## config.mk

```make
export PLATFORM = sky130hd
export DESIGN_NAME = dac_gain_offset_calibration
export DESIGN_NICKNAME = d
export VERILOG_FILES = /design/src/cal_pkg.sv /design/src/cal_if.sv /design/src/cal_alu.sv /design/src/dac_gain_offset_calibration.sv
export SDC_FILE = /design/constraint.sdc
export NUM_CORES = 1
export LEC_CHECK = 0
export ABC_AREA = 1
export BUFFER_PORTS_ARGS = -buffer_cell sky130_fd_sc_hd__buf_4
export CAP_MARGIN = 0
export CORE_MARGIN = 2
export CORE_UTILIZATION = 60
export CTS_CLUSTER_DIAMETER = 60
export DETAILED_ROUTE_END_ITERATION = 6
export HOLD_SLACK_MARGIN = 0.03
export PLACE_DENSITY_LB_ADDON = 0.12
export SLEW_MARGIN = 25
export SYNTH_ARGS = -nofsm -noshare
export SYNTH_HDL_FRONTEND = slang
export SYNTH_SLANG_ARGS = --single-unit
export TNS_END_PERCENT = 20
```

## constraint.sdc

```tcl
create_clock -name core_clk_i -period 14.55 [get_ports core_clk_i]
set_input_delay 2.91 -clock core_clk_i [delete_from_list [all_inputs] [get_ports core_clk_i]]
set_output_delay 2.91 -clock core_clk_i [all_outputs]
set_load 0.03 [all_outputs]
```

## src/cal_pkg.sv

```systemverilog
// calibration constants, defaults and state types
package cal_pkg;
  // 16-bit variant
  localparam int           W16        = 16;
  localparam int           SHIFT16    = 16;
  localparam logic [15:0]  X_DEF16    = 16'h8000;
  localparam logic [15:0]  M_DEF16    = 16'hFFFF;
  localparam logic [15:0]  C_DEF16    = 16'h8000;
  localparam logic [15:0]  MID16      = 16'h8000;
  localparam logic [15:0]  MAX16      = 16'hFFFF;
  localparam int           OFS_MUL16  = 4;
  // 14-bit variant
  localparam int           SHIFT14    = 14;
  localparam logic [15:0]  X_DEF14    = 16'h2000;
  localparam logic [15:0]  M_DEF14    = 16'h3FFF;
  localparam logic [15:0]  C_DEF14    = 16'h2000;
  localparam logic [15:0]  MID14      = 16'h2000;
  localparam logic [15:0]  MAX14      = 16'h3FFF;
  // group offset dac default and twos-complement sign bits
  localparam logic [13:0]  OFS_DEF    = 14'h2000;
  localparam logic [15:0]  SIGN16     = 16'h8000;
  localparam logic [15:0]  SIGN14     = 16'h2000;
  // initialization sequence length
  localparam int           INIT_NS    = 300000;
  localparam int           CLK_NS     = 10;
  localparam int           INIT_CYC   = INIT_NS / CLK_NS;

  // recalculation sequencer states
  typedef enum logic [1:0] {
    ST_IDLE = 2'b00,
    ST_CALC = 2'b01,
    ST_DONE = 2'b11
  } calc_state_t;
endpackage : cal_pkg

```

## src/cal_if.sv

```systemverilog
// operand and result bundle between control and arithmetic unit
`timescale 1ns/1ps
`default_nettype none
interface cal_if;
  logic [15:0] raw;
  logic [15:0] gain;
  logic [15:0] offset;
  logic        wide;
  logic [15:0] code;
  modport ctrl (output raw, output gain, output offset, output wide, input code);
  modport alu  (input raw, input gain, input offset, input wide, output code);
endinterface : cal_if
`default_nettype wire

```

## src/cal_alu.sv

```systemverilog
// shared multiply-add unit computing one calibrated code
`timescale 1ns/1ps
`default_nettype none
module cal_alu (
  cal_if.alu bus
);
  // 16x17 product fits 33 bits; shift, add, subtract midscale in a 21-bit signed sum
  logic        [16:0] m_plus1;
  logic        [32:0] product;
  logic        [18:0] scaled;
  logic signed [20:0] sum;
  logic signed [20:0] hi;

  assign m_plus1 = {1'b0, bus.gain} + 17'h00001;
  assign product = {17'h00000, bus.raw} * {16'h0000, m_plus1};
  // truncating shift by 16 or 14
  assign scaled  = bus.wide ? {2'b00, product[32:16]} : product[32:14];
  assign sum     = $signed({2'b00, scaled}) + $signed({5'h00, bus.offset})
                 - $signed({5'h00, (bus.wide ? cal_pkg::MID16 : cal_pkg::MID14)});
  assign hi      = $signed({5'h00, (bus.wide ? cal_pkg::MAX16 : cal_pkg::MAX14)});
  // out-of-range results clamp instead of wrapping
  assign bus.code = (sum < 0) ? 16'h0000 : (sum > hi) ? hi[15:0] : sum[15:0];
endmodule : cal_alu
`default_nettype wire

```

## src/dac_gain_offset_calibration.sv

```systemverilog
// per-channel gain/offset calibration with output hold control
// Operation
// - 16-bit code is raw times (gain plus one) over 65536 plus offset minus 32768.
// - 16-bit defaults are raw 32768, gain all ones and offset 32768.
// - in 16-bit mode the 14-bit group offset is scaled by four before comparison.
// - the group offset code powers up at 8192.
// - 14-bit code is raw times (gain plus one) over 16384 plus offset minus 8192, with 8192/ones/8192 defaults.
// - at power-up outputs are disconnected, tied to signal ground, loop closed.
// - while clear is low outputs stay disconnected but programming is accepted.
// - with clear high, outputs connect after initialization completes.
// - any raw, gain or offset write recalculates the A or B word chosen by the global select.
// - twos-complement select affects raw, offset trim and group offset only.
`timescale 1ns/1ps
`default_nettype none
module dac_gain_offset_calibration (
  // clock and reset
  input  wire logic        core_clk_i,
  input  wire logic        rstn_i,
  // variant and data format
  input  wire logic        wide_mode_i,
  input  wire logic        twos_complement_select_i,
  input  wire logic        ab_select_i,
  // trim writes
  input  wire logic        raw_wr_i,
  input  wire logic        gain_wr_i,
  input  wire logic        offset_wr_i,
  input  wire logic [15:0] wdata_i,
  input  wire logic        group_ofs_wr_i,
  input  wire logic [13:0] group_ofs_i,
  // output control
  input  wire logic        output_clear_n_i,
  // results
  output logic      [15:0] calibrated_word_a_o,
  output logic      [15:0] calibrated_word_b_o,
  output logic      [17:0] group_ofs_aligned_o,
  output logic signed [18:0] code_minus_ofs_o,
  output logic             busy_o,
  output logic             init_done_o,
  output logic             out_connect_o,
  output logic             signal_ground_level_o,
  output logic             loop_closed_o
);
  // ----------------------------------------------------------------
  // trim registers
  // ----------------------------------------------------------------
  logic [15:0] raw_word_a_reg;
  logic [15:0] raw_word_b_reg;
  logic [15:0] gain_reg;
  logic [15:0] offset_reg;
  logic [13:0] group_ofs_reg;
  logic        target_b_reg;
  logic [15:0] wdata_bin;
  logic [13:0] group_ofs_bin;
  logic [15:0] sign_bit;
  logic        any_wr;
  logic        def_pending_reg;

  // twos complement just flips the msb into offset binary
  assign sign_bit      = wide_mode_i ? cal_pkg::SIGN16 : cal_pkg::SIGN14;
  assign wdata_bin     = twos_complement_select_i ? (wdata_i ^ sign_bit) : wdata_i;
  assign group_ofs_bin = twos_complement_select_i ? (group_ofs_i ^ 14'h2000) : group_ofs_i;
  assign any_wr        = raw_wr_i | gain_wr_i | offset_wr_i;

  // variant defaults are loaded once after reset release, keeping the reset path constant
  always_ff @(posedge core_clk_i or negedge rstn_i) begin
    if (!rstn_i) begin
      def_pending_reg <= 1'b1;
    end else begin
      def_pending_reg <= 1'b0;
    end
  end

  always_ff @(posedge core_clk_i or negedge rstn_i) begin
    if (!rstn_i) begin
      raw_word_a_reg <= cal_pkg::X_DEF16;
      raw_word_b_reg <= cal_pkg::X_DEF16;
      gain_reg       <= cal_pkg::M_DEF16;
      offset_reg     <= cal_pkg::C_DEF16;
    end else if (def_pending_reg) begin
      raw_word_a_reg <= wide_mode_i ? cal_pkg::X_DEF16 : cal_pkg::X_DEF14;
      raw_word_b_reg <= wide_mode_i ? cal_pkg::X_DEF16 : cal_pkg::X_DEF14;
      gain_reg       <= wide_mode_i ? cal_pkg::M_DEF16 : cal_pkg::M_DEF14;
      offset_reg     <= wide_mode_i ? cal_pkg::C_DEF16 : cal_pkg::C_DEF14;
    end else begin
      if (raw_wr_i && !ab_select_i) raw_word_a_reg <= wdata_bin;
      if (raw_wr_i &&  ab_select_i) raw_word_b_reg <= wdata_bin;
      if (gain_wr_i)   gain_reg   <= wdata_i;
      if (offset_wr_i) offset_reg <= wdata_bin;
    end
  end

  always_ff @(posedge core_clk_i or negedge rstn_i) begin
    if (!rstn_i) begin
      group_ofs_reg <= cal_pkg::OFS_DEF;
    end else if (group_ofs_wr_i) begin
      group_ofs_reg <= group_ofs_bin;
    end
  end

  // ----------------------------------------------------------------
  // recalculation sequencer
  // ----------------------------------------------------------------
  cal_pkg::calc_state_t state_reg;
  cal_pkg::calc_state_t state_next;
  cal_if                alu_bus ();

  assign alu_bus.raw    = target_b_reg ? raw_word_b_reg : raw_word_a_reg;
  assign alu_bus.gain   = gain_reg;
  assign alu_bus.offset = offset_reg;
  assign alu_bus.wide   = wide_mode_i;

  cal_alu i_cal_alu (
    .bus (alu_bus.alu)
  );

  logic both_reg;

  // a write during a calculation restarts it so the latest trims win
  // after reset the A word is computed first, then a second pass computes B
  always_comb begin
    state_next = state_reg;
    case (state_reg)
      cal_pkg::ST_IDLE: if (any_wr || def_pending_reg) state_next = cal_pkg::ST_CALC;
      cal_pkg::ST_CALC: state_next = (any_wr || (both_reg && !target_b_reg)) ? cal_pkg::ST_CALC : cal_pkg::ST_DONE;
      cal_pkg::ST_DONE: state_next = any_wr ? cal_pkg::ST_CALC : cal_pkg::ST_IDLE;
      default:          state_next = cal_pkg::ST_IDLE;
    endcase
  end

  always_ff @(posedge core_clk_i or negedge rstn_i) begin
    if (!rstn_i) begin
      state_reg    <= cal_pkg::ST_IDLE;
      target_b_reg <= 1'b0;
      both_reg     <= 1'b1;
    end else begin
      state_reg <= state_next;
      if (any_wr) begin
        target_b_reg <= ab_select_i;
        both_reg     <= 1'b0;
      end else if (state_reg == cal_pkg::ST_CALC && both_reg && !target_b_reg) begin
        target_b_reg <= 1'b1;
      end
    end
  end

  // results land while the sequencer sits in ST_CALC with no newer write pending
  logic result_load;
  assign result_load = (state_reg == cal_pkg::ST_CALC) && !any_wr;

  always_ff @(posedge core_clk_i or negedge rstn_i) begin
    if (!rstn_i) begin
      calibrated_word_a_o <= cal_pkg::MID16;
      calibrated_word_b_o <= cal_pkg::MID16;
    end else if (result_load) begin
      if (!target_b_reg) calibrated_word_a_o <= alu_bus.code;
      if ( target_b_reg) calibrated_word_b_o <= alu_bus.code;
    end
  end

  assign busy_o = (state_reg != cal_pkg::ST_IDLE) || def_pending_reg;

  // ----------------------------------------------------------------
  // group offset alignment
  // ----------------------------------------------------------------
  logic [17:0] ofs_aligned;
  logic [15:0] sel_code;
  assign ofs_aligned = wide_mode_i ? ({4'h0, group_ofs_reg} * 18'(cal_pkg::OFS_MUL16))
                                   : {4'h0, group_ofs_reg};
  assign sel_code    = ab_select_i ? calibrated_word_b_o : calibrated_word_a_o;

  always_ff @(posedge core_clk_i or negedge rstn_i) begin
    if (!rstn_i) begin
      group_ofs_aligned_o <= 18'h00000;
      code_minus_ofs_o    <= 19'sh00000;
    end else begin
      group_ofs_aligned_o <= ofs_aligned;
      code_minus_ofs_o    <= $signed({3'b000, sel_code}) - $signed({1'b0, ofs_aligned});
    end
  end

  // ----------------------------------------------------------------
  // power-up output hold
  // ----------------------------------------------------------------
  logic [15:0] init_cnt_reg;
  logic        connect_next;

  always_ff @(posedge core_clk_i or negedge rstn_i) begin
    if (!rstn_i) begin
      init_cnt_reg <= 16'h0000;
      init_done_o  <= 1'b0;
    end else if (!init_done_o) begin
      init_cnt_reg <= init_cnt_reg + 16'h0001;
      init_done_o  <= (init_cnt_reg == 16'(cal_pkg::INIT_CYC - 1));
    end
  end

  // clear low holds the pins at ground but trim writes above are never blocked
  assign connect_next = init_done_o && output_clear_n_i;

  always_ff @(posedge core_clk_i or negedge rstn_i) begin
    if (!rstn_i) begin
      out_connect_o         <= 1'b0;
      signal_ground_level_o <= 1'b1;
    end else begin
      out_connect_o         <= connect_next;
      signal_ground_level_o <= !connect_next;
    end
  end

  // feedback loop stays closed whenever the output is detached
  assign loop_closed_o = 1'b1;

  // ----------------------------------------------------------------
  // checks
  // ----------------------------------------------------------------
  property p_hold_till_init;
    @(posedge core_clk_i) disable iff (!rstn_i) !init_done_o |-> !out_connect_o;
  endproperty
  a_hold_till_init: assert property (p_hold_till_init) else $error("output connected before init");

  property p_clear_holds;
    @(posedge core_clk_i) disable iff (!rstn_i) !output_clear_n_i |=> !out_connect_o && signal_ground_level_o;
  endproperty
  a_clear_holds: assert property (p_clear_holds) else $error("output connected while clear low");

  property p_clear_release;
    @(posedge core_clk_i) disable iff (!rstn_i) init_done_o && output_clear_n_i |=> out_connect_o;
  endproperty
  a_clear_release: assert property (p_clear_release) else $error("output not connected after clear");

  property p_write_taken;
    @(posedge core_clk_i) disable iff (!rstn_i) gain_wr_i && !def_pending_reg |=> gain_reg == $past(wdata_i);
  endproperty
  a_write_taken: assert property (p_write_taken) else $error("gain write lost");

  property p_recalc;
    @(posedge core_clk_i) disable iff (!rstn_i) any_wr ##1 !any_wr [*2] |-> state_reg == cal_pkg::ST_DONE;
  endproperty
  a_recalc: assert property (p_recalc) else $error("no recalculation after write");

  property p_ofs_scale;
    @(posedge core_clk_i) disable iff (!rstn_i) wide_mode_i |-> ofs_aligned == {group_ofs_reg, 2'b00};
  endproperty
  a_ofs_scale: assert property (p_ofs_scale) else $error("group offset not scaled by four");

  property p_range;
    @(posedge core_clk_i) disable iff (!rstn_i) !wide_mode_i |-> alu_bus.code <= cal_pkg::MAX14;
  endproperty
  a_range: assert property (p_range) else $error("narrow code out of range");

  property p_ofs_default;
    @(posedge core_clk_i) disable iff (!rstn_i) def_pending_reg |-> group_ofs_reg == cal_pkg::OFS_DEF;
  endproperty
  a_ofs_default: assert property (p_ofs_default) else $error("group offset default wrong");

  c_connect: cover property (@(posedge core_clk_i) disable iff (!rstn_i) $rose(out_connect_o));
  c_write_b: cover property (@(posedge core_clk_i) disable iff (!rstn_i) raw_wr_i && ab_select_i);
  c_clear:   cover property (@(posedge core_clk_i) disable iff (!rstn_i) $fell(output_clear_n_i));
endmodule : dac_gain_offset_calibration
`default_nettype wire

```

Yosys cells after proc, flatten, opt, wreduce, memory -nomap -nowiden
Cells that the tools add are included.

Shift operators: 0. Multiplexer cells: 25. Eq/ne operators: 4. Multiply operators: 1. Order comparisons: 2. Reduce and logical (&&, ||, !) cells: 23. Divide/modulo/power cells: 0. Add/subtract/negate cells: 5. Bitwise operators: 5.

Operator list (count): $mux W16 (16); $mul A16 B17 Y33 (1); $gt A21 B17 Y1 (1); $lt A21 B1 Y1 const B (1); $sub A20 B16 Y21 (1); $add A19 B16 Y20 (1); $mux W19 (1); $add A16 B1 Y17 const B (1); $sub A16 B16 Y17 (1); $add A16 B1 Y16 const B (1); $eq A16 B15 Y1 const B (1); $xor A16 B16 Y16 (1); $mux W14 (1); $reduce_bool A2 Y1 (6); $logic_and A1 B1 Y1 (7); $pmux W2 S3 (1); $logic_not A1 Y1 (4); $mux W1 (4); $mux W2 (2); $reduce_and A2 Y1 (2); $logic_or A1 B1 Y1 (3); $eq A2 B1 Y1 const B (1); $eq A2 B2 Y1 const B (1); $logic_not A2 Y1 (1); other kinds (3) (5).

Input bits: 40. Register bits: 167. Memory bits (writable): 0. Memories: 0. Output and inout port bits: 74. Bits in latches: 0. Memory bits (read-only): 0. Logic and storage cells: 82.

Longest topological paths before layout
Gate-level depths: netlist (run 1).

Word-level depth: 8. Gate-level depth with buffers: 60. Mapped depth without buffers: 59.

By module
Synthesis (run 1) repeated with hierarchy kept, for this count alone.

Cell total of the unflattened synthesis: 2545. Area, all modules: 19209.7 sq um.

By module, submodules not included: cal_alu (area an instance 11151.9 sq um, cells each 1572, times used 1, seq. area each 0.0 sq um); dac_gain_offset_calibration (area an instance 8057.7 sq um, cells each 973, times used 1, seq. area each 4210.3 sq um).

Worst setup path after synthesis (run 1)
No wires, ideal clock.

Path type: reg2reg. Start point: register gain_reg[0] (netlist: alu_bus.gain[0]). End point: register calibrated_word_b_o[8]. Buffers on the path: 1. Clock period less this slack: 9.502 ns. Required time: 14.432 ns. Arrival time: 9.384 ns. Path slack: 5.048 ns. Cell stages (with the launch flop): 58. Cell sequence: dfstp_2 ha_1 nand3_2 nor2_2 inv_2 nor2_1 inv_2 nor2_2 inv_2 nor2_1 inv_2 nor2_2 inv_2 nor3_1 inv_2 nor3_4 nand2_1 fa_1 (+22 left out) o21ai_0 a21oi_1 nand2_1 nand3_1 nand2_1 xor2_1 inv_1 ha_1 nand3_1 nor2_1 nand4_1 nand2_1 nand3_2 inv_2 buf_8 nand2_2 nand3_1 nand2_1.

Longest elaborated chain between the ends: 8. Elaborated cells on any way between the ends: 9. Those cells by class: add/sub: 3; mul: 1; order compare: 2; mux: 3.

Ends and longest elaborated chain: from (decl) (line dac_gain_offset_calibration.sv:48) `logic [15:0] gain_reg;`; from (signal assigned) (line dac_gain_offset_calibration.sv:77) `gain_reg <= cal_pkg::M_DEF16;`; from (signal assigned) (line dac_gain_offset_calibration.sv:82) `gain_reg <= wide_mode_i ? cal_pkg::M_DEF16 : cal_pkg::M_DEF14;`; from (signal assigned) (line dac_gain_offset_calibration.sv:87) `if (gain_wr_i) gain_reg <= wdata_i;`; $add A16 B1 Y17 * (line cal_alu.sv:14) `assign m_plus1 = {1'b0, bus.gain} + 17'h00001;`; $mul A16 B17 Y33 * (line cal_alu.sv:15) `assign product = {17'h00000, bus.raw} * {16'h0000, m_plus1};`; $mux W19 * (line cal_alu.sv:17) `assign scaled = bus.wide ? {2'b00, product[32:16]} : product[32:14];`; $add A19 B16 Y20 * (line cal_alu.sv:18) `assign sum = $signed({2'b00, scaled}) + $signed({5'h00, bus.offset})`; $sub A20 B16 Y21 * (line cal_alu.sv:19) `- $signed({5'h00, (bus.wide ? cal_pkg::MID16 : cal_pkg::MID14)});`; $gt A21 B17 Y1 (line cal_alu.sv:22) `assign bus.code = (sum < 0) ? 16'h0000 : (sum > hi) ? hi[15:0] : sum[15:0];`; $mux W16 (line cal_alu.sv:22); $mux W16 * (line cal_alu.sv:22); to (signal assigned) (line dac_gain_offset_calibration.sv:153) `calibrated_word_b_o <= cal_pkg::MID16;`; to (signal assigned) (line dac_gain_offset_calibration.sv:156) `if ( target_b_reg) calibrated_word_b_o <= alu_bus.code;`; to (decl) (line dac_gain_offset_calibration.sv:34) `output logic [15:0] calibrated_word_b_o,`.

Every way passes the cells marked *; elsewhere a longest branch is shown, timed or not. A chain may end at the register's enable or synchronous reset.

Worst setup path in the final report (run 1)
Start point: register gain_reg[0] (netlist: alu_bus.gain[0]). End point: register calibrated_word_b_o[2].

Same word-level chain as after synthesis.

==> impl_metrics.yaml, run 1 <==
run_status:
  status: "finished clean"
global_routing:
  antenna_found_initial: 0
  grt_max_degree: 123
  grt_util_all_layers: 0.340
  grt.overflow.total: 0
  grt_pass1_vias: 15688
  grt_pass1_wl_um: 84000
routing:
  drt_pass1_iterations: 6
  ant_nets: 0
  wl_met2_um: 23600
  drc_errors: 0
  met3_wirelength_um: 4430
  top_layer_used: "met4"
  routedWlPerCell_um: 18.2
  routed_via_density: 5.54
  m1WireLength_um: 22900
  vias: 15943
  drt_iter0_drc: 1411
  wl_um: 52300
synthesis:
  synth.cell_area_mm2: 0.0184
  ys_types: 43
  synth_largest_area_cell: "fa_1"
  synth_top_cells_by_area: "fa_1, dfrtp_1, nand2_1"
  synth_ff_type: "dfrtp_1"
  yosys_warnings: 0
  syn_inst: 2386
  netlist.area_leader.share: 0.228
  synth_area_per_cell_um2: 7.72
  ys_ff_latch: 167
  async_flop_share: 1.00
  ys_seq_area_frac: 0.229
  synth_edf_count: 0
placement:
  portBuffers: 110
  hpwl_um: 42800
  gp_congestion: 0.942
clock_tree:
  numCtsBuffers: 17
  clock_sinks: 167
  cts_tree: "done"
  cts_setup_buffers: 0
  clk_path_buf_depth: 2
  path_clk_slew_ns: 0.07
  hold_buffers: 0
  clock_latency_ns: 0.43
  h-tree-depth: 4
  cts_resized: 0
  cts_root_buffer: "clkbuf_16"
finish:
  area_growth_pct: 9.95
  drive_above_1_share: 0.0987
  top_register: "code_minus_ofs_o"
  nets: 2875
  multi_input_area_mm2: 0.0121
  largest_register_ff_count: 17
  num_antenna_cells: 0
  regArea_mm2: 0.00421
  fill_cells: 2612
setup_path:
  worstPathArrival_ns: 11.84
  cp_common_cell: "nand2_1"
  crit_fanout: 14
  worst_path_max_delay_cell: "xor2_1"
  cp-end-kind: "flip-flop"
  max_stage_delay_ns: 0.80
  regToRegSetupSlack_ns: 3.03
  worst_setup_path_start_kind: "flip-flop"
  cp.required_ns: 14.87
  crit_type: "flip-flop to flip-flop"
sta:
  worst_slew_pin_slew_ns: 1.03
  period_minus_slack_ns: 11.52
  period_share: 0.792
  rsz0062_at_grt: "no"
  finalClockSkew_ns: 0.00964
  fmax_mhz: 86.8
  slew_violations: 0
  max_slew_margin: 0.314
  tns_ns: 0
  final_hold_viol_count: 0
  final-setup-viol-count: 0
die:
  start_util: 0.605
  fp.dieW_um: 179
  boundaryPins: 114
  placementRows: 64
  dieArea_mm2: 0.0321
  core_area_mm2: 0.0304
  die_y_um: 179
hold_path:
  min_path_type: "flip-flop to flip-flop"
flow_run:
  cap_viol_max_count: 0
-- final timing paths --
path | from | to | cells past startpoint
worst max-delay path | alu_bus.gain[0] | calibrated_word_b_o[2] | 49
worst min-delay path | raw_word_a_reg[9] | raw_word_a_reg[9] | 2
worst max register to register | alu_bus.gain[0] | calibrated_word_b_o[2] | 49
worst min register to register | raw_word_a_reg[9] | raw_word_a_reg[9] | 2
max in group asynchronous | rstn_i | calibrated_word_a_o[6] | 2
min in group asynchronous | rstn_i | init_cnt_reg[13] | 1
-- Yosys cell counts, drive strengths merged, types with 25 or more instances --
cell / number
dfrtp: 142
fa: 210
a21oi: 83
nand4: 25
inv: 492
nor2: 226
clkbuf: 58
dfstp: 25
ha: 156
nand2: 592
nand3: 98
o21ai: 134
xor2: 36
-- cells by family after synthesis --
family / synth area share
AOI/OAI and AO/OA: 0.0758
xor gates and xnor gates: 0.0243
adders and majority gates: 0.334
buffers and inverters: 0.117
DFF: 0.229
muxes: 0.000544
other: 0.000408
and+or+nand+nor: 0.220
-- cell type report --
class                      count  share of cell area
inverter                     499              0.0926
clock buffer                  18              0.0217
sequential                   167               0.208
clock inverter                14             0.00970
tap                          396              0.0245
multi-input combinational   1658               0.596
timing repair buffer         126              0.0471
-- critical path: cells and delay by family (launching register included) --
kind / cells / cell delay [ns]
xor+xnor: 2 / 0.97
buf+inv: 10 / 1.24
flops: 1 / 0.72
simple gates: 25 / 4.02
fa+ha+maj: 10 / 4.22
compound gates: 2 / 0.22
-- layout by cell type, fill, tap and decap left out, drive strengths merged, types with 5 or more instances in the layout --
cell	instances
nand2	592
inv	494
nor2	226
fa	210
ha	156
dfrtp	142
o21ai	134
buf	126
nand3	98
a21oi	83
xor2	36
nand4	25
dfstp	25
clkbuf	18
xnor2	15
nor3	15
a21o	13
or2	12
clkinv	12
o211ai	7
o21bai	6
nor4	5
-- stage by stage --
stage / cells / util / instance area (µm²) / hold slack (ns) / worst slack (ns)
2_1_floorplan: 2388 / - / 18400 / 0.434 / 5.05
3_3_place_gp: 2846 / 0.644 / 19600 / 0.446 / 3.57
3_5_place_dp: 2846 / 0.645 / 19600 / 0.457 / 3.22
4_1_cts: 2878 / 0.665 / 20200 / 0.474 / 3.15
5_1_grt: 2878 / 0.665 / 20200 / 0.501 / 2.14
6_report: 2878 / 0.665 / 20200 / 0.472 / 3.03
-- routing by layer --
| metal | GRT usage | up-vias |
|---|---|---|
| li1 | - | 7419 |
| met1 | 0.493 | 7754 |
| met2 | 0.522 | 670 |
| met3 | 0.0696 | 100 |
| met4 | 0.0877 | 0 |
| met5 | 0 | - |
Power of run 1 is left out: the tool's default activity adds up to more than one toggle a clock period on the data nets, which glitch-free logic cannot reach.
==> run 2: changes to the inputs <==
--- a/config.mk
+++ b/config.mk
@@ -9,7 +9,7 @@
 export BUFFER_PORTS_ARGS = -buffer_cell sky130_fd_sc_hd__buf_4
 export CAP_MARGIN = 0
 export CORE_MARGIN = 2
-export CORE_UTILIZATION = 60
+export CORE_UTILIZATION = 57
 export CTS_CLUSTER_DIAMETER = 60
 export DETAILED_ROUTE_END_ITERATION = 6
 export HOLD_SLACK_MARGIN = 0.03
==> constraint.sdc (replaced) <==
create_clock -name core_clk_i -period 10.4 [get_ports core_clk_i]
set_input_delay 2.08 -clock core_clk_i [delete_from_list [all_inputs] [get_ports core_clk_i]]
set_output_delay 2.08 -clock core_clk_i [all_outputs]
set_load 0.03 [all_outputs]
==> run 2 against run 1 <==
Cell area increased by 3.9%. Routed wire length up 2.6%. Core utilization is 0.20 points lower. Critical path type unchanged. Critical endpoint is now calibrated_word_a_o[2].
==> impl_metrics.yaml, run 2 (same netlist as run 1, synthesis figures left out) <==
run_status:
  status: "finished clean"
setup_path:
  cp.required_ns: 10.72
  worst_path_max_delay_cell: "fa_1"
  cp_common_cell: "nand2_1"
  worstPathArrival_ns: 10.22
  max_stage_delay_ns: 0.57
  cp-end-kind: "flip-flop"
  crit_type: "flip-flop to flip-flop"
  worst_setup_path_start_kind: "flip-flop"
  crit_fanout: 14
sta:
  fmax_mhz: 101
  period_share: 0.952
  slew_violations: 0
  final_hold_viol_count: 0
  max_slew_margin: 0.384
  finalClockSkew_ns: 0.0124
  worst_slew_pin_slew_ns: 0.922
  final-setup-viol-count: 0
  period_minus_slack_ns: 9.90
placement:
  dpl_cell_area_mm2: 0.0200
  gp_congestion: 0.968
  portBuffers: 110
  hpwl_um: 43100
clock_tree:
  h-tree-depth: 4
  clk_path_buf_depth: 2
  cts_tree: "done"
  hold_buffers: 0
  numCtsBuffers: 17
  path_clk_slew_ns: 0.07
  clock_sinks: 167
  cts_root_buffer: "clkbuf_16"
  clock_latency_ns: 0.43
die:
  core_area_mm2: 0.0317
  dieArea_mm2: 0.0338
  fp.dieW_um: 184
  die_y_um: 184
  placementRows: 65
  boundaryPins: 114
  start_util: 0.581
routing:
  drt_pass1_iterations: 6
  routed_via_density: 5.51
  vias: 16226
  wl_um: 53700
  drt_iter0_drc: 1374
  ant_nets: 0
  routedWlPerCell_um: 18.2
  drc_errors: 0
finish:
  top_register: "code_minus_ofs_o"
  final_area_mm2: 0.0210
  final_cell_mix: "nand2_1, inv_1, fa_1"
  mostFrequentLayoutCell: "nand2_1"
  area_growth_pct: 14.3
  drive_above_1_share: 0.150
  num_antenna_cells: 0
  largest_register_ff_count: 17
  nets: 2938
global_routing:
  grt.overflow.total: 0
  antenna_found_initial: 1
  grt_pass1_vias: 16016
  grt_pass1_wl_um: 86400
  grt_util_all_layers: 0.331
  grt_max_degree: 90
hold_path:
  min_path_type: "flip-flop to flip-flop"
flow_run:
  cap_viol_max_count: 0
## run 2: what timing repair did
action | in CTS | in global routing
setup buffers | 0 | 10
endpoints found under the setup margin | 1 | 32
pin swaps | 0 | 20
endpoints found under the hold margin | 0 | 0
gates resized for setup | 1 | 94
## run 2: cell type report
type,count,area (µm²)
Sequential cell,167,4210
Clock inverter,10,98.8
Timing Repair Buffer,189,1440
Fill cell,2751,10700
Tap cell,402,503
Multi-Input combinational cell,1658,12400
Inverter,499,1890
Clock buffer,22,454
## run 2: final timing paths
path,startpoint,end,slack (ns),cells after the start
max reg2reg,alu_bus.gain[0],calibrated_word_a_o[2],0.50,52
min reg2reg,both_reg,both_reg,0.46,2
max in group asynchronous,rstn_i,alu_bus.offset[3],7.48,2
min,both_reg,both_reg,0.46,2
max,alu_bus.gain[0],calibrated_word_a_o[2],0.50,52
min in group asynchronous,rstn_i,init_cnt_reg[14],1.71,1
## run 2: metal layers
metal	up-vias	wire length, µm	track usage
met5	-	13	0
met1	7942	23500	0.483
met4	2	1160	0.0771
met2	647	24300	0.506
li1	7557	-	-
met3	78	4690	0.0707
## run 2: per-stage QoR
step                      worst slack [ns]  TNS [ns]   util  cells  hold slack (ns)
after floorplan                      0.898         0      -   2388            0.434
after global placement               0.130         0  0.631   2905            0.445
after detailed placement            0.0382         0  0.631   2905            0.451
after CTS                          0.00801         0  0.649   2937            0.459
after global routing               -0.0363   -0.0571  0.663   2947            0.488
final                                0.498         0  0.663   2947            0.459
## run 2: critical path: cells and delay by family, from the launching register on
family / cells / cell delay (ns)
and+or+nand+nor: 21 / 2.40
AOI/OAI and AO/OA: 5 / 0.79
buffers and inverters: 14 / 1.17
xor gates and xnor gates: 2 / 0.50
adders and majority gates: 10 / 4.35
DFF: 1 / 0.55
Power of run 2 is left out for the same reason.
